## config.mk

```make
export PLATFORM = sky130hd
export DESIGN_NAME = wwdt_top
export DESIGN_NICKNAME = d
export VERILOG_FILES = /design/src/include/wwdt_pkg.sv /design/src/hw/wwdt_tick_sync.sv /design/src/hw/wwdt_top.sv
export SDC_FILE = /design/constraint.sdc
export NUM_CORES = 1
export LEC_CHECK = 0
export ABC_AREA = 1
export BUFFER_PORTS_ARGS = -buffer_cell sky130_fd_sc_hd__buf_4
export CAP_MARGIN = 0
export CORE_MARGIN = 2
export CORE_UTILIZATION = 54
export DETAILED_ROUTE_END_ITERATION = 12
export GPL_ROUTABILITY_DRIVEN = 0
export PLACE_DENSITY_LB_ADDON = 0.12
export SYNTH_ARGS = -nofsm -noshare
export SYNTH_HDL_FRONTEND = slang
export SYNTH_SLANG_ARGS = --single-unit
export TNS_END_PERCENT = 50
```

## constraint.sdc

```tcl
create_clock -name clk -period 2.9 [get_ports clk]
set_clock_uncertainty 0.15 [all_clocks]
set_input_delay 0.29 -clock clk [delete_from_list [all_inputs] [get_ports clk]]
set_output_delay 0.29 -clock clk [all_outputs]
set_load 0.01 [all_outputs]
```

## src/include/wwdt_pkg.sv

```systemverilog
// constants shared by the windowed watchdog design
package wwdt_pkg;

    // register indices; byte address is four times the index
    localparam logic [1:0] WWDT_CTRL_INDEX    = 2'h0;
    localparam logic [1:0] WWDT_STATUS_INDEX  = 2'h1;
    localparam int         WWDT_ADDR_WIDTH    = 4;
    localparam int         WWDT_DATA_WIDTH    = 32;

    // control field layout
    localparam int         WWDT_PERIOD_LSB    = 0;
    localparam int         WWDT_WINDOW_LSB    = 4;
    localparam int         WWDT_CODE_WIDTH    = 4;
    localparam logic [7:0] WWDT_CTRL_RESET    = 8'h00;

    // status field layout
    localparam int         WWDT_BUSY_BIT      = 0;
    localparam int         WWDT_LOCK_BIT      = 7;

    // duration coding: code 1 is 8 counter ticks, each step doubles, 0xb is the last
    localparam logic [3:0]  WWDT_CODE_OFF     = 4'h0;
    localparam logic [3:0]  WWDT_CODE_MAX     = 4'hb;
    localparam int          WWDT_COUNT_WIDTH  = 14;
    localparam logic [13:0] WWDT_BASE_TICKS   = 14'h0008;

    // counter clock ticks needed to carry a write or a restart across
    localparam logic [1:0]  WWDT_SYNC_TICKS   = 2'h2;

    typedef enum logic [2:0] {
        WWDT_OFF,
        WWDT_NORMAL,
        WWDT_FIRST,
        WWDT_CLOSED,
        WWDT_OPEN
    } wwdt_state_type;

endpackage

```

## src/hw/wwdt_tick_sync.sv

```systemverilog
// synchroniser and rising edge detector for the slow counter clock
`timescale 1ns/10ps
module wwdt_tick_sync (
    input  wire logic clk,
    input  wire logic srst,
    input  wire logic async_in,
    output logic      tick
);
    logic meta;
    logic stable;
    logic prev;
    logic next_tick;

    // meta feeds stable only; the edge is taken from the settled stages
    always_comb begin
        next_tick = stable & ~prev;
    end

    always_ff @(posedge clk) begin
        if (srst) begin
            meta   <= 1'b0;
            stable <= 1'b0;
            prev   <= 1'b0;
            tick   <= 1'b0;
        end else begin
            meta   <= async_in;
            stable <= meta;
            prev   <= stable;
            tick   <= next_tick;
        end
    end
endmodule // wwdt_tick_sync

```

## src/hw/wwdt_top.sv

```systemverilog
// windowed watchdog timer with avalon register slave
//
// Chosen here: the Avalon-MM register port and the address map.
`timescale 1ns/10ps
module wwdt_top (
    input  wire logic                                 clk,
    input  wire logic                                 srst,
    input  wire logic [wwdt_pkg::WWDT_ADDR_WIDTH-1:0] avs_address,
    input  wire logic                                 avs_read,
    input  wire logic                                 avs_write,
    input  wire logic [wwdt_pkg::WWDT_DATA_WIDTH-1:0] avs_writedata,
    input  wire logic [3:0]                           avs_byteenable,
    output logic      [wwdt_pkg::WWDT_DATA_WIDTH-1:0] avs_readdata,
    output logic                                      avs_waitrequest,
    input  wire logic                                 watchdog_counter_clock,
    input  wire logic                                 watchdog_restart_instruction,
    input  wire logic                                 debug_halt,
    input  wire logic                                 config_change_guard,
    input  wire logic [7:0]                           fuse_ctrl,
    input  wire logic                                 fuse_enable,
    output logic                                      system_reset_request
);
    logic                                      wdt_tick;
    logic                                      bus_ack;
    logic                                      next_bus_ack;
    logic [wwdt_pkg::WWDT_DATA_WIDTH-1:0]      next_readdata;
    logic                                      bus_req;
    logic                                      wr_taken;
    logic [1:0]                                reg_index;

    logic [7:0]                                watchdog_control;
    logic [7:0]                                next_watchdog_control;
    logic                                      lock;
    logic                                      next_lock;
    logic                                      armed;
    logic                                      next_armed;
    logic                                      fuse_done;
    logic                                      next_fuse_done;
    logic                                      sync_pending_flag;
    logic                                      next_sync_pending_flag;
    logic [1:0]                                cfg_ticks;
    logic [1:0]                                next_cfg_ticks;
    logic [3:0]                                act_period;
    logic [3:0]                                next_act_period;
    logic [3:0]                                act_window;
    logic [3:0]                                next_act_window;
    logic                                      rst_pend;
    logic                                      next_rst_pend;
    logic [1:0]                                rst_ticks;
    logic [1:0]                                next_rst_ticks;
    wwdt_pkg::wwdt_state_type                  state;
    wwdt_pkg::wwdt_state_type                  next_state;
    logic [wwdt_pkg::WWDT_COUNT_WIDTH-1:0]     counter;
    logic [wwdt_pkg::WWDT_COUNT_WIDTH-1:0]     next_counter;
    logic                                      next_reset_request;
    logic                                      cfg_apply;
    logic                                      restart_done;
    logic [wwdt_pkg::WWDT_COUNT_WIDTH-1:0]     open_limit;
    logic [wwdt_pkg::WWDT_COUNT_WIDTH-1:0]     closed_limit;
    logic                                      open_reached;
    logic                                      closed_reached;

    // duration decode; reserved codes behave as the longest one
    function automatic logic [wwdt_pkg::WWDT_COUNT_WIDTH-1:0] wwdt_limit(input logic [3:0] code);
        logic [3:0] c;
        c = (code > wwdt_pkg::WWDT_CODE_MAX) ? wwdt_pkg::WWDT_CODE_MAX : code;
        wwdt_limit = wwdt_pkg::WWDT_BASE_TICKS << (c - 4'h1);
    endfunction

    // counter clock is treated as a tick enable in the system clock
    wwdt_tick_sync u_tick (
        .clk      (clk),
        .srst     (srst),
        .async_in (watchdog_counter_clock),
        .tick     (wdt_tick)
    );

    // avalon slave: one wait cycle, write lands at the edge waitrequest is low
    assign bus_req         = avs_read | avs_write;
    assign avs_waitrequest = bus_req & ~bus_ack;
    assign wr_taken        = avs_write & bus_ack;
    assign reg_index       = avs_address[3:2];

    always_comb begin
        next_bus_ack  = bus_req & ~bus_ack;
        next_readdata = avs_readdata;
        if (avs_read && !bus_ack) begin
            next_readdata = '0;
            // bits 3:2 are the whole decode; indices 2 and 3 read as zero
            if (reg_index == wwdt_pkg::WWDT_CTRL_INDEX) begin
                next_readdata[7:0] = watchdog_control;
            end else if (reg_index == wwdt_pkg::WWDT_STATUS_INDEX) begin
                next_readdata[wwdt_pkg::WWDT_LOCK_BIT] = lock;
                next_readdata[wwdt_pkg::WWDT_BUSY_BIT] = sync_pending_flag;
            end
        end
    end

    always_ff @(posedge clk) begin
        if (srst) begin
            bus_ack      <= 1'b0;
            avs_readdata <= '0;
        end else begin
            bus_ack      <= next_bus_ack;
            avs_readdata <= next_readdata;
        end
    end

    assign open_limit     = wwdt_limit(act_period);
    assign closed_limit   = wwdt_limit(act_window);
    assign open_reached   = wdt_tick && (14'(counter + 14'h0001) == open_limit);
    assign closed_reached = wdt_tick && (14'(counter + 14'h0001) == closed_limit);
    assign cfg_apply      = sync_pending_flag && wdt_tick && (2'(cfg_ticks + 2'h1) == wwdt_pkg::WWDT_SYNC_TICKS);
    assign restart_done   = rst_pend && wdt_tick && (2'(rst_ticks + 2'h1) == wwdt_pkg::WWDT_SYNC_TICKS);

    // configuration, lock and synchronisation
    always_comb begin
        next_watchdog_control  = watchdog_control;
        next_lock              = lock;
        next_armed             = armed;
        next_fuse_done         = 1'b1;
        next_sync_pending_flag = sync_pending_flag;
        next_cfg_ticks         = cfg_ticks;
        next_act_period        = act_period;
        next_act_window        = act_window;
        if (!fuse_done && fuse_enable) begin
            next_watchdog_control  = fuse_ctrl;
            next_lock              = 1'b1;
            next_sync_pending_flag = 1'b1;
            next_cfg_ticks         = 2'h0;
        end
        if (wr_taken) begin
            next_armed = 1'b0;
            if (armed && avs_byteenable[0]) begin
                if (reg_index == wwdt_pkg::WWDT_CTRL_INDEX && !lock && !sync_pending_flag) begin
                    next_watchdog_control  = avs_writedata[7:0];
                    next_sync_pending_flag = 1'b1;
                    next_cfg_ticks         = 2'h0;
                end
                if (reg_index == wwdt_pkg::WWDT_STATUS_INDEX) begin
                    if (avs_writedata[wwdt_pkg::WWDT_LOCK_BIT]) begin
                        next_lock = 1'b1;
                    end else if (debug_halt) begin
                        next_lock = 1'b0;
                    end
                end
            end
        end
        // the strobe wins over a write in the same cycle so an unlock is never lost
        if (config_change_guard) begin
            next_armed = 1'b1;
        end
        if (sync_pending_flag && wdt_tick) begin
            next_cfg_ticks = 2'(cfg_ticks + 2'h1);
        end
        if (cfg_apply) begin
            next_act_period        = watchdog_control[wwdt_pkg::WWDT_PERIOD_LSB +: wwdt_pkg::WWDT_CODE_WIDTH];
            next_act_window        = watchdog_control[wwdt_pkg::WWDT_WINDOW_LSB +: wwdt_pkg::WWDT_CODE_WIDTH];
            next_sync_pending_flag = 1'b0;
        end
    end

    always_ff @(posedge clk) begin
        if (srst) begin
            watchdog_control  <= wwdt_pkg::WWDT_CTRL_RESET;
            lock              <= 1'b0;
            armed             <= 1'b0;
            fuse_done         <= 1'b0;
            sync_pending_flag <= 1'b0;
            cfg_ticks         <= 2'h0;
            act_period        <= wwdt_pkg::WWDT_CODE_OFF;
            act_window        <= wwdt_pkg::WWDT_CODE_OFF;
        end else begin
            watchdog_control  <= next_watchdog_control;
            lock              <= next_lock;
            armed             <= next_armed;
            fuse_done         <= next_fuse_done;
            sync_pending_flag <= next_sync_pending_flag;
            cfg_ticks         <= next_cfg_ticks;
            act_period        <= next_act_period;
            act_window        <= next_act_window;
        end
    end

    // counting engine; no power-state input exists, so it never pauses for sleep
    always_comb begin
        next_state         = state;
        next_counter       = counter;
        next_rst_pend      = rst_pend;
        next_rst_ticks     = rst_ticks;
        next_reset_request = system_reset_request;
        if (rst_pend && wdt_tick) begin
            next_rst_ticks = 2'(rst_ticks + 2'h1);
        end
        if (restart_done) begin
            next_rst_pend = 1'b0;
        end
        if (watchdog_restart_instruction && !rst_pend && !debug_halt && state != wwdt_pkg::WWDT_OFF) begin
            next_rst_pend  = 1'b1;
            next_rst_ticks = 2'h0;
        end
        if (system_reset_request) begin
            next_state = state;
            if (debug_halt) begin
                next_counter = '0;
            end
        end else if (debug_halt) begin
            next_counter  = '0;
            next_rst_pend = 1'b0;
            if (act_period == wwdt_pkg::WWDT_CODE_OFF) begin
                next_state = wwdt_pkg::WWDT_OFF;
            end else if (act_window != wwdt_pkg::WWDT_CODE_OFF) begin
                next_state = wwdt_pkg::WWDT_FIRST;
            end else begin
                next_state = wwdt_pkg::WWDT_NORMAL;
            end
        end else if (cfg_apply) begin
            next_counter = '0;
            if (next_act_period == wwdt_pkg::WWDT_CODE_OFF) begin
                next_state = wwdt_pkg::WWDT_OFF;
            end else if (next_act_window != wwdt_pkg::WWDT_CODE_OFF) begin
                next_state = wwdt_pkg::WWDT_FIRST;
            end else begin
                next_state = wwdt_pkg::WWDT_NORMAL;
            end
        end else begin
            unique case (state)
                wwdt_pkg::WWDT_OFF: begin
                    next_counter = '0;
                end
                wwdt_pkg::WWDT_NORMAL, wwdt_pkg::WWDT_FIRST: begin
                    if (restart_done) begin
                        next_counter = '0;
                        if (state == wwdt_pkg::WWDT_FIRST) begin
                            next_state = wwdt_pkg::WWDT_CLOSED;
                        end
                    end else if (open_reached) begin
                        next_reset_request = 1'b1;
                    end else if (wdt_tick) begin
                        next_counter = 14'(counter + 14'h0001);
                    end
                end
                wwdt_pkg::WWDT_CLOSED: begin
                    if (restart_done) begin
                        next_reset_request = 1'b1;
                    end else if (closed_reached) begin
                        next_counter = '0;
                        next_state   = wwdt_pkg::WWDT_OPEN;
                    end else if (wdt_tick) begin
                        next_counter = 14'(counter + 14'h0001);
                    end
                end
                wwdt_pkg::WWDT_OPEN: begin
                    if (restart_done) begin
                        next_counter = '0;
                        next_state   = wwdt_pkg::WWDT_CLOSED;
                    end else if (open_reached) begin
                        next_reset_request = 1'b1;
                    end else if (wdt_tick) begin
                        next_counter = 14'(counter + 14'h0001);
                    end
                end
            endcase
        end
    end

    always_ff @(posedge clk) begin
        if (srst) begin
            state                <= wwdt_pkg::WWDT_OFF;
            counter              <= '0;
            rst_pend             <= 1'b0;
            rst_ticks            <= 2'h0;
            system_reset_request <= 1'b0;
        end else begin
            state                <= next_state;
            counter              <= next_counter;
            rst_pend             <= next_rst_pend;
            rst_ticks            <= next_rst_ticks;
            system_reset_request <= next_reset_request;
        end
    end

    property p_req_held;
        @(posedge clk) disable iff (srst) system_reset_request |=> system_reset_request;
    endproperty
    a_req_held: assert property (p_req_held) else $error("reset request dropped before reset");

    property p_halt_clears;
        @(posedge clk) disable iff (srst) debug_halt |=> counter == '0;
    endproperty
    a_halt_clears: assert property (p_halt_clears) else $error("counter not cleared in debug halt");

    property p_timeout;
        @(posedge clk) disable iff (srst)
            (state == wwdt_pkg::WWDT_NORMAL && open_reached && !restart_done && !debug_halt && !cfg_apply)
            |=> system_reset_request;
    endproperty
    a_timeout: assert property (p_timeout) else $error("time-out did not raise reset request");

    property p_early;
        @(posedge clk) disable iff (srst)
            (state == wwdt_pkg::WWDT_CLOSED && restart_done && !debug_halt && !cfg_apply) |=> system_reset_request;
    endproperty
    a_early: assert property (p_early) else $error("early restart not punished");

    property p_lock_freeze;
        @(posedge clk) disable iff (srst) (lock && fuse_done) |=> $stable(watchdog_control);
    endproperty
    a_lock_freeze: assert property (p_lock_freeze) else $error("control changed while locked");

    property p_unprotected;
        @(posedge clk) disable iff (srst) (wr_taken && !armed && fuse_done) |=> $stable(watchdog_control) && $stable(lock);
    endproperty
    a_unprotected: assert property (p_unprotected) else $error("unprotected write took effect");

    property p_sync_hold;
        @(posedge clk) disable iff (srst) (sync_pending_flag && !wdt_tick) |=> $stable(act_period) && $stable(act_window);
    endproperty
    a_sync_hold: assert property (p_sync_hold) else $error("setting applied without counter tick");

    property p_first_closed;
        @(posedge clk) disable iff (srst)
            (state == wwdt_pkg::WWDT_FIRST) ##1 (state == wwdt_pkg::WWDT_CLOSED) |-> $past(restart_done);
    endproperty
    a_first_closed: assert property (p_first_closed) else $error("closed interval began without restart");

    property p_resume_normal;
        @(posedge clk) disable iff (srst)
            ($fell(debug_halt) && act_window != 4'h0 && act_period != 4'h0 && !system_reset_request && !$past(cfg_apply))
            |-> state == wwdt_pkg::WWDT_FIRST;
    endproperty
    a_resume_normal: assert property (p_resume_normal) else $error("resume did not run a normal time-out");

    property p_lock_stays;
        @(posedge clk) disable iff (srst) (lock && !debug_halt) |=> lock;
    endproperty
    a_lock_stays: assert property (p_lock_stays) else $error("lock cleared outside debug");
endmodule // wwdt_top

```

Word-level counts from Yosys, hierarchy flattened
Index checks and enable logic that the tools add are counted.
{"block": "totals", "reg_bits": 56, "out_inout_bits": 34, "elab_cells": 150}
{"block": "op_classes", "addsub": 5, "magnitude_cmp": 2, "eq_ne": 16, "shift": 2, "mux": 64, "n_bitwise": 7, "reduce_logical": 35}
{"cell": "two-way mux 14 bit", "n": 9}
{"cell": "case mux 14 bit (3 select lines)", "n": 1}
{"cell": "two-way mux 8 bit", "n": 4}
{"cell": "== test 14 bit", "n": 2}
{"cell": "left shift 4 x 4 -> 14 bit (first input constant)", "n": 2}
{"cell": "two-way mux 1 bit", "n": 27}
{"cell": "two-way mux 3 bit", "n": 7}
{"cell": "inequality test 4 bit (second input constant)", "n": 5}
{"cell": "two-way mux 2 bit", "n": 9}
{"cell": "two-way mux 4 bit", "n": 4}
{"cell": "adder 14 x 1 -> 14 bit (second input constant)", "n": 1}
{"cell": "logical AND 1 bit", "n": 14}
{"cell": "case mux 3 bit (3 select lines)", "n": 1}
{"cell": "> comparator 4 bit (second input constant)", "n": 2}
{"cell": "logical NOT 4 bit", "n": 2}
{"cell": "nonzero test 4 bit", "n": 2}
{"cell": "subtractor 4 x 1 -> 4 bit (second input constant)", "n": 2}
{"cell": "AND reduction 7 bit", "n": 1}
{"cell": "== test 3 x 2 -> 1 bit (second input constant)", "n": 2}
{"cell": "logical NOT 1 bit", "n": 6}
{"cell": "two-way mux 6 bit", "n": 1}
{"cell": "OR reduction 2 bit", "n": 3}
{"cell": "inequality test 5 bit (second input constant)", "n": 1}
{"cell": "nonzero test 5 bit", "n": 1}
{"cell": "16 further kinds", "n": 22}

Longest topological paths before layout
Gate-level depths: netlist of the first run.
{"block": "depth", "word_depth": 12, "ltp_mapped": 17, "ltp_nobuf": 17}

By module
From an unflattened synthesis of the first run, not the netlist that was laid out.
{"block": "unflattened", "cells_unflattened": 608, "hier_area_um2": 3756.1}
{"module": "wwdt_top", "n_inst": 1, "cells_each": 596, "area_per_inst_um2": 3641.0, "seq_area_each_um2": 1041.0}
{"module": "wwdt_tick_sync", "n_inst": 1, "cells_each": 12, "area_per_inst_um2": 115.1, "seq_area_each_um2": 80.1}

Least setup slack after synthesis of the first run
No wires, ideal clock.
{"block": "synth_timing", "path_type": "flip-flop to flip-flop", "startpoint": "reg counter[0] in the netlist's numbering", "endpoint": "reg counter[11] in the netlist's numbering", "arrival_ps": 1870, "required_time_ps": 2634, "slack_ps": 764, "path_stages_with_launch": 18, "path_buffers": 1, "synth_period_minus_slack_ps": 2136, "cell_sequence": "dfxtp_1 -> ha_1 -> nand2_2 -> nor2_4 -> nand2_1 -> nand2_1 -> nand2_1 -> nand2_1 -> nand2_1 -> nor2_1 -> nand2_1 -> nor2_1 -> nand2_1 -> nand2_1 -> nand2_2 -> buf_6 -> nand3_1 -> a21oi_2"}
{"block": "synth_between", "elab_chain_len": 9, "word_cells_on_any_way": 16}
{"item": "from (decl)", "line_no": "wwdt_top.sv:53", "source": "logic [wwdt_pkg::WWDT_COUNT_WIDTH-1:0] counter;"}
{"item": "from (signal assigned)", "line_no": "wwdt_top.sv:276", "source": "counter <= next_counter;"}
{"item": "adder 14 x 1 -> 14 bit (*)"}
{"item": "== test 14 bit", "line_no": "wwdt_top.sv:112", "source": "assign closed_reached = wdt_tick && (14'(counter + 14'h0001) == closed_limit);"}
{"item": "logical AND 1 bit", "line_no": "wwdt_top.sv:112"}
{"item": "two-way mux 14 bit", "line_no": "wwdt_top.sv:246", "source": "end else if (closed_reached) begin"}
{"item": "two-way mux 14 bit", "line_no": "wwdt_top.sv:244", "source": "if (restart_done) begin"}
{"item": "case mux 14 bit (3 select lines)", "line_no": "wwdt_top.sv:227", "source": "unique case (state)"}
{"item": "two-way mux 14 bit", "line_no": "wwdt_top.sv:217", "source": "end else if (cfg_apply) begin"}
{"item": "two-way mux 14 bit", "line_no": "wwdt_top.sv:207", "source": "end else if (debug_halt) begin"}
{"item": "two-way mux 14 bit", "line_no": "wwdt_top.sv:202", "source": "if (system_reset_request) begin"}
Mark *: on every way between the ends. The rest lies on a longest branch, timed or not. The select of a mux whose other input is x is not followed.
A chain may end at the register's enable or synchronous reset.

Worst setup path after layout of the first run
{"block": "layout_timing", "startpoint": "reg counter[0] in the netlist's numbering", "endpoint": "reg counter[7] in the netlist's numbering"}
The elaborated chain is that of the path after synthesis.

==> impl_metrics.py, run 1 <==
metrics = {
    "run_status": {
        "status": "finished clean",
    },
    "timing": {
        "slew_headroom": 0.500,
        "fmax_mhz": 383,
        "drv_slew": 0,
        "finalCriticalPeriod_ns": 2.61,
        "setup_viol": 0,
        "tightest_slew_ns": 0.744,
        "hold_viol": 0,
        "rsz0062_at_grt": "false",
        "min_period_over_period": 0.900,
        "finalSetupTns_ns": 0,
    },
    "clock_network": {
        "cts_hold_buf": 0,
        "numCtsBuffers": 5,
        "htree_levels": 2,
        "cts_buffer_depth": 2,
        "numClockSinks": 56,
        "clock_latency_ns": 0.32,
        "cts_post_setup_buffers_inserted": 0,
        "root_buffer": "clkbuf_8",
        "cts_resized": 0,
        "cts_tree": "built",
        "cts.clk_slew.worst_paths_ns": 0.11,
    },
    "finish": {
        "nets": 689,
        "n_antenna_cell": 0,
        "seq_area_um2": 1120,
        "drive_gt1_frac": 0.105,
        "multi_input_area_um2": 2190,
        "n_fill_cell": 657,
        "areaGrowthSynthToFinish_pct": 8.66,
    },
    "route": {
        "dr.pass1.iters": 5,
        "route.vias.total": 3964,
        "ant_nets": 0,
        "routedWlPerCell_um": 13.1,
        "drtIter0Drc": 228,
        "drc": 0,
        "routed_wirelength_mm": 9.32,
        "via_per_inst": 5.59,
    },
    "grt": {
        "grt_pass1_wl_mm": 15.6,
        "use_met1": 0.323,
        "grt_max_degree": 42,
        "grt_busiest_layer": "met2",
        "overflow": 0,
        "use_met2": 0.451,
        "met3_usage": 0.0360,
        "grt_pass1_vias": 3506,
        "antenna_found_initial": 0,
        "track_usage": 0.256,
    },
    "synthesis": {
        "synth.distinct_cells": 36,
        "yosys-top-cells-count": "nand2_1 (157), nand3_1 (71), inv_1 (62)",
        "yosysSeqAreaShare": 0.301,
        "synth_top_cell_area_share": 0.301,
        "yosys.area.top_type": "dfxtp_1",
        "ys.flop_type": "dfxtp_1",
        "ys_async_sr_fraction": 0,
        "synth.most_common_cell": "nand2_1",
        "ys_warn_count": 0,
        "synth_edf_count": 0,
        "synth_area_leaders": "dfxtp_1 (30%), nand2_1 (16%), nand3_1 (9.5%)",
        "syn-instance-count": 597,
        "syn-cell-area_um2": 3730,
        "ys_seq_elements": 56,
        "syn_area_per_cell_um2": 6.25,
    },
    "setup_path": {
        "cp.depth": 14,
        "path_common_cell": "nand2_1",
        "r2r_cells": 14,
        "cpMaxStageDelayCell": "dfxtp_1",
        "crit_path_end_kind": "register",
        "path_cells": "ha_1 -> nand2_2 -> nor2_4 -> nand3_1 -> nand2_1 -> nand2_1 -> nand2_1 -> nand2_1 -> nor3_2 -> nand2_2 -> nand3_1 -> nand2_1 -> nand2_1 -> a21oi_1",
        "path_buf_inv": 0,
        "cp_data_required_time_ns": 2.96,
        "path_class": "reg2reg",
        "r2r_slack_ns": 0.29,
        "cp-start-kind": "register",
        "path_max_fanout": 8,
        "cp_top_family": "simple AND/OR/NAND/NOR gates",
        "cp.arrival_ns": 2.67,
        "max_stage_delay_ns": 0.48,
    },
    "worst_hold_path": {
        "hold_class": "in2reg",
        "hold_path_depth": 3,
    },
    "floorplan": {
        "die_area_um2": 7590,
        "start_util": 0.555,
        "core_area_um2": 6720,
        "fp-row-count": 30,
        "ios": 91,
        "die_x_um": 87.1,
        "die_h_um": 87.1,
    },
    "place": {
        "dp_hpwl_mm": 7.12,
        "io_buffers": 37,
    },
    "power_and_ir_drop": {
        "powerDensity_nw_per_um2": 353,
        "ir_worst_vdd_uv": 259,
        "leakagePower_nw": 1.91,
        "total_power_mw": 1.43,
    },
    "run": {
        "cap_violations": 0,
    },
}
[cells in the final DEF, fill, tap and decap left out]
cell type	synthesis	layout
and3_1	1	1
a311oi_1	9	9
xor2_1	1	1
o21ai_0	27	27
nand3_1	71	71
conb_1	1	24
clkbuf_8	0	5
nand3b_1	7	7
o22ai_1	3	3
a32o_1	1	1
nor2_1	61	61
clkinv_2	0	1
nand4_1	28	28
ha_1	4	4
a211oi_1	2	2
or2_2	3	3
o211ai_1	2	2
nor3_2	1	1
clkinv_1	4	4
nor2_4	2	2
a21oi_1	30	30
nand2_2	4	4
a21oi_2	2	2
o31ai_1	2	2
clkinv_4	0	1
a31oi_1	2	2
inv_2	1	1
nand2_1	157	157
nor3_1	6	6
buf_4	25	40
nor2_2	4	4
nand2_4	1	1
dfxtp_1	56	56
inv_6	0	1
o21ai_1	1	1
inv_1	62	62
o21bai_1	2	2
[area by class of cell]
| type | instances | area share |
|---|---|---|
| Clock inverter | 3 | 0.00556 |
| Clock buffer | 5 | 0.0170 |
| Timing Repair Buffer | 40 | 0.0741 |
| Inverter | 67 | 0.0621 |
| Multi-Input combinational cell | 458 | 0.540 |
| Sequential cell | 56 | 0.277 |
| Tap cell | 80 | 0.0247 |
[per-stage QoR]
step	area [um2]	util	hold slack, ns	cells	setup WS [ns]
after floorplan	3810	-	0.223	620	0.764
after global placement	3960	0.589	0.227	701	0.433
after detailed placement	3960	0.589	0.234	701	0.359
after CTS	4050	0.603	0.0113	709	0.330
after global routing	4050	0.603	0.0355	709	0.0171
final	4050	0.603	0.0176	709	0.290
[worst min-delay path: stages]
cell    delay [ns]
buf_4         0.08
inv_1         0.03
nor2_1        0.06
[kinds of logic (layout without fill, tap and decap cells)]
kind of cell,after synthesis,in the layout,share of synthesized area
buffers and inverters,106,115,0.136
adder cells (fa/ha/maj),4,4,0.0134
AND/OR/NAND/NOR,346,346,0.416
other,1,24,0.00101
XOR/XNOR,1,1,0.00235
AO/OA/AOI/OAI,83,83,0.131
flip-flops,56,56,0.301
[state kept, by name (all words and copies together) (netlist names)]
name,flops
cfg_ticks,2
avs_readdata,8
u_tick.tick,1
u_tick.stable,1
system_reset_request,1
act_window,4
bus_ack,1
lock,1
rst_pend,1
sync_pending_flag,1
u_tick.meta,1
armed,1
act_period,4
state,3
rst_ticks,2
fuse_done,1
counter,14
watchdog_control,8
u_tick.prev,1
[routing by layer]
layer / wire length, um / part of all wire
met1: 4110 / 0.44
met5: 0 / 0
met4: 143 / 0.015
met2: 4570 / 0.49
met3: 504 / 0.054
[report_power, final]
part / internal, mW / switching, mW / leakage (nW) / total (mW)
combinational: 0.0630 / 0.113 / 1.41 / 0.176
sequential: 0.787 / 0.0136 / 0.455 / 0.801
clock: 0.174 / 0.280 / 0.0485 / 0.454
[worst paths after layout]
check	start	endpoint
setup / recovery	counter[0]$_SDFFE_PP0P_	counter[7]$_SDFFE_PP0P_
hold / removal	watchdog_counter_clock	u_tick.meta$_SDFF_PP0_
setup reg to reg	counter[0]$_SDFFE_PP0P_	counter[7]$_SDFFE_PP0P_
hold reg to reg	u_tick.prev$_SDFF_PP0_	u_tick.tick$_SDFF_PP0_
Power figures use the tool's default switching activity.
==> run 2: changes to the inputs <==
- PLACE_DENSITY: unset -> 0.81
- PLACE_DENSITY_LB_ADDON: 0.12 -> unset
==> run 2 against run 1 <==
Net effect: sequential share of layout area is 0.060 points higher; combinational power about the same; first-iteration DRC count increased by 8.8%; register-to-register slack better by 0.03 ns; maximum frequency grew 1.1%; critical path depth is the same; flip-flop and latch count is the same; total power rose by 0.48%; via count is 1.6% lower; critical path type unchanged.
==> impl_metrics.py, run 2 (same netlist as run 1, synthesis figures left out) <==
metrics = {
    "run_status": {
        "status": "finished clean",
    },
    "route": {
        "drtIter0Drc": 248,
        "via_per_inst": 5.51,
        "route.vias.total": 3900,
        "ant_nets": 0,
        "dr.pass1.iters": 4,
        "drc": 0,
        "routed_wirelength_mm": 9.02,
        "routedWlPerCell_um": 12.7,
    },
    "finish": {
        "largest_reg_flops": 14,
        "n_fill_cell": 623,
        "drive_gt1_frac": 0.102,
        "final_cell_mix": "nand2_1 (157), nand3_1 (71), inv_1 (62)",
        "nets": 688,
        "areaGrowthSynthToFinish_pct": 8.42,
        "layout_commonest_cell": "nand2_1",
        "final_area_um2": 4040,
        "regMostFlops": "counter",
        "reg.largest.list": "counter (14), avs_readdata (8), watchdog_control (8)",
        "n_antenna_cell": 0,
    },
    "clock_network": {
        "clock_latency_ns": 0.32,
        "cts_resized": 0,
        "numCtsBuffers": 5,
        "cts.clk_slew.worst_paths_ns": 0.11,
        "cts_buffer_depth": 2,
        "cts_tree": "built",
        "cts_hold_buf": 0,
        "numClockSinks": 56,
        "root_buffer": "clkbuf_8",
        "cts_post_setup_buffers_inserted": 0,
        "htree_levels": 2,
    },
    "setup_path": {
        "path_class": "reg2reg",
        "crit_path_end_kind": "register",
        "timing.rr.start": "counter[0]$_SDFFE_PP0P_",
        "r2r_slack_ns": 0.32,
        "reg2reg_to": "counter[12]$_SDFFE_PP0P_",
        "r2r_cells": 14,
        "cp_data_required_time_ns": 2.97,
        "cp.arrival_ns": 2.65,
        "path_max_fanout": 14,
        "cp-start-kind": "register",
    },
    "floorplan": {
        "fp-row-count": 30,
        "core_area_um2": 6720,
        "die_area_um2": 7590,
        "ios": 91,
        "die_h_um": 87.1,
        "start_util": 0.555,
        "die_x_um": 87.1,
    },
    "timing": {
        "finalCriticalPeriod_ns": 2.58,
        "finalSetupTns_ns": 0,
        "slew_headroom": 0.466,
        "drv_slew": 0,
        "hold_viol": 0,
        "fmax_mhz": 387,
        "min_period_over_period": 0.891,
        "fin_hold_ws_ns": 0.0273,
        "tightest_slew_ns": 0.795,
        "rsz0062_at_grt": "false",
        "setup_slack_ns": 0.317,
        "setup_viol": 0,
    },
    "run": {
        "cap_violations": 0,
    },
    "grt": {
        "antenna_found_initial": 0,
        "track_usage": 0.248,
        "overflow": 0,
        "grt_pass1_wl_mm": 15.3,
        "grt_max_degree": 42,
        "grt_pass1_vias": 3534,
    },
    "power_and_ir_drop": {
        "p_int_mw": 1.03,
        "powerDensity_nw_per_um2": 356,
        "p_sw_frac": 0.285,
        "combPwrFrac": 0.121,
        "p_switching_mw": 0.409,
        "leakagePower_nw": 1.90,
        "p_clk_frac": 0.321,
        "seqPwrFrac": 0.557,
        "ir_worst_vdd_uv": 260,
        "total_power_mw": 1.44,
    },
    "place": {
        "place_ws_ns": 0.360,
        "place_area_um2": 3950,
        "io_buffers": 37,
        "dp_hpwl_mm": 6.97,
    },
    "worst_hold_path": {
        "hold_path_depth": 3,
        "hp-start": "config_change_guard",
        "hold_class": "in2reg",
        "min_to": "armed$_SDFFE_PP0P_",
    },
}
-- run 2: layer usage --
layer | GRT usage | part of all wire
met4 | 0.0909 | 0.019
met3 | 0.0360 | 0.058
met2 | 0.427 | 0.47
met1 | 0.313 | 0.45
met5 | 0 | 0
-- run 2: critical path: stages (launching register included) --
cell,delay [ns]
dfxtp_1,0.48
ha_1,0.25
nand2_2,0.11
nor2_4,0.17
nand3_1,0.09
nand2_1,0.13
nand2_1,0.11
nand2_1,0.08
nand2_1,0.06
nor3_2,0.19
nand2_2,0.12
nand2_4,0.13
inv_2,0.14
o21ai_0,0.21
a21oi_1,0.06
-- run 2: cell type report --
class                           instances  area [um2]  share of cell area
Clock inverter                          2        17.5             0.00433
Inverter                               67         251              0.0622
Clock buffer                            6        72.6              0.0180
Sequential cell                        56        1120               0.277
Tap cell                               80         100              0.0248
Multi-Input combinational cell        458        2190               0.541
Timing Repair Buffer                   39         293              0.0724
-- run 2: power groups by stage --
stage	Clock [mW]	Combinational [mW]	Sequential [mW]
3_3_place_gp	0	0.169	0.818
4_1_cts	0.463	0.173	0.801
5_1_grt	0.488	0.196	0.804
3_5_place_dp	0	0.172	0.818
6_report	0.462	0.175	0.801
2_1_floorplan	0	0.141	0.815
-- run 2: how the worst max path moves through the flow --
stage | startpoint | endpoint | slack (ns) | cells past startpoint
after global routing | counter[0]$_SDFFE_PP0P_ | counter[12]$_SDFFE_PP0P_ | 0.03 | 14
after CTS | counter[0]$_SDFFE_PP0P_ | counter[12]$_SDFFE_PP0P_ | 0.33 | 14
after floorplan | counter[0]$_SDFFE_PP0P_ | counter[11]$_SDFFE_PP0P_ | 0.76 | 17
after global placement | counter[0]$_SDFFE_PP0P_ | counter[2]$_SDFFE_PP0P_ | 0.46 | 14
final | counter[0]$_SDFFE_PP0P_ | counter[12]$_SDFFE_PP0P_ | 0.32 | 14
after detailed placement | counter[0]$_SDFFE_PP0P_ | counter[12]$_SDFFE_PP0P_ | 0.36 | 14
-- run 2: through the flow --
step / cells / utilization
after global placement: 700 / 0.588
after floorplan: 620 / -
after global routing: 708 / 0.602
after detailed placement: 700 / 0.588
final: 708 / 0.602
after CTS: 708 / 0.602
==> run 3: changes to the inputs <==
- CTS_BUF_LIST: unset -> sky130_fd_sc_hd__clkbuf_4 sky130_fd_sc_hd__clkbuf_8 sky130_fd_sc_hd__clkbuf_16
==> run 3 against run 2 <==
Net effect: clock-buffer cell count unchanged; clock power increased by 2%; core utilization increased by 0.056 points; global-route usage about the same; wire length decreased by 0.27%; sequential power about the same; register-to-register slack about the same; non-clock buffer count unchanged; critical path depth unchanged; die area unchanged; setup slack got worse by 0.0026 ns; worst hold slack about the same; critical endpoint unchanged; largest power group unchanged.
==> impl_metrics.py, run 3 (same netlist as run 1, synthesis figures left out) <==
metrics = {
    "timing": {
        "setup_viol": 0,
        "min_period_over_period": 0.891,
        "setup_slack_ns": 0.315,
        "drv_slew": 0,
        "finalCriticalPeriod_ns": 2.59,
        "rsz0062_at_grt": "false",
        "finalSetupTns_ns": 0,
        "tightest_slew_ns": 0.802,
        "hold_viol": 0,
        "fin_hold_ws_ns": 0.0270,
        "slew_headroom": 0.461,
        "fmax_mhz": 387,
    },
    "grt": {
        "antenna_found_initial": 0,
        "grt_pass1_vias": 3529,
        "overflow": 0,
        "track_usage": 0.248,
        "grt_max_degree": 42,
        "grt_pass1_wl_mm": 15.3,
    },
    "setup_path": {
        "cp-start-kind": "register",
        "cp.arrival_ns": 2.65,
        "path_class": "reg2reg",
        "cp_data_required_time_ns": 2.97,
        "crit_path_end_kind": "register",
        "path_max_fanout": 14,
    },
    "clock_network": {
        "htree_levels": 2,
        "cts_post_setup_buffers_inserted": 0,
        "clock_latency_ns": 0.32,
        "cts_resized": 0,
        "root_buffer": "clkbuf_8",
        "cts_tree": "built",
        "cts_buffer_depth": 2,
        "cts_hold_buf": 0,
        "cts.clk_slew.worst_paths_ns": 0.11,
        "numClockSinks": 56,
        "numCtsBuffers": 5,
    },
    "place": {
        "dp_hpwl_mm": 6.97,
        "io_buffers": 37,
        "place_area_um2": 3950,
        "place_inst": 700,
        "place_ws_ns": 0.360,
    },
    "finish": {
        "final_core_utilization": 0.602,
        "areaGrowthSynthToFinish_pct": 8.52,
        "regMostFlops": "counter",
        "final_area_um2": 4050,
        "reg.largest.list": "counter (14), avs_readdata (8), watchdog_control (8)",
        "drive_gt1_frac": 0.104,
        "final_cell_mix": "nand2_1 (157), nand3_1 (71), inv_1 (62)",
        "n_fill_cell": 623,
        "n_antenna_cell": 0,
        "seq_area_um2": 1120,
        "layout_commonest_cell": "nand2_1",
        "largest_reg_flops": 14,
        "multi_input_area_um2": 2190,
        "layoutNonFillerInstCount": 708,
        "nets": 688,
    },
    "floorplan": {
        "start_util": 0.555,
        "die_h_um": 87.1,
        "die_area_um2": 7590,
        "ios": 91,
        "fp-row-count": 30,
        "die_x_um": 87.1,
        "core_area_um2": 6720,
    },
    "run": {
        "cap_violations": 0,
    },
    "power_and_ir_drop": {
        "total_power_mw": 1.45,
        "leakagePower_nw": 1.91,
        "ir_worst_vdd_uv": 260,
        "powerDensity_nw_per_um2": 357,
    },
    "route": {
        "routed_wirelength_mm": 9.00,
        "routedWlPerCell_um": 12.7,
        "ant_nets": 0,
        "drc": 0,
        "route.vias.total": 3901,
        "dr.pass1.iters": 5,
        "via_per_inst": 5.51,
        "drtIter0Drc": 250,
    },
    "worst_hold_path": {
        "hold_class": "in2reg",
    },
    "run_status": {
        "status": "finished clean",
    },
}
run 3: cell counts in the layout (fill, tap and decap cells not counted):
No cell type changed its count.
run 3: layer usage:
metal  up-vias  part of all wire  global-route usage
met5         -                 0                   0
met4         0             0.019              0.0909
met3        18             0.062              0.0360
met2       140              0.47               0.425
met1      1749              0.45               0.316
li1       1994                 -                   -
run 3: layout make-up:
class                      instances  share of cell area
clock buffer                       6              0.0189
inverter                          67              0.0622
timing repair buffer              39              0.0724
clock inverter                     2             0.00433
sequential                        56               0.277
multi-input combinational        458               0.541
tap                               80              0.0247
run 3: report_power, final:
| group | internal, mW | switching [mW] |
|---|---|---|
| Combinational | 0.0629 | 0.111 |
| Sequential | 0.787 | 0.0138 |
| Clock | 0.187 | 0.283 |
run 3: path summary, 6_finish.rpt:
| path | end | slack [ns] | from | cells past startpoint |
|---|---|---|---|---|
| min reg2reg | u_tick.tick$_SDFF_PP0_ | 0.25 | u_tick.prev$_SDFF_PP0_ | 1 |
| min | armed$_SDFFE_PP0P_ | 0.03 | config_change_guard | 3 |
| max reg2reg | counter[12]$_SDFFE_PP0P_ | 0.31 | counter[0]$_SDFFE_PP0P_ | 14 |
| max | counter[12]$_SDFFE_PP0P_ | 0.31 | counter[0]$_SDFFE_PP0P_ | 14 |
run 3: critical path, cell delays in order, from the launching register on:
cell and delay [ns]:
dfxtp_1 0.48, ha_1 0.25, nand2_2 0.11, nor2_4 0.17, nand3_1 0.09, nand2_1 0.13
nand2_1 0.11, nand2_1 0.08, nand2_1 0.06, nor3_2 0.19, nand2_2 0.12, nand2_4 0.13
inv_2 0.14, o21ai_0 0.21, a21oi_1 0.06
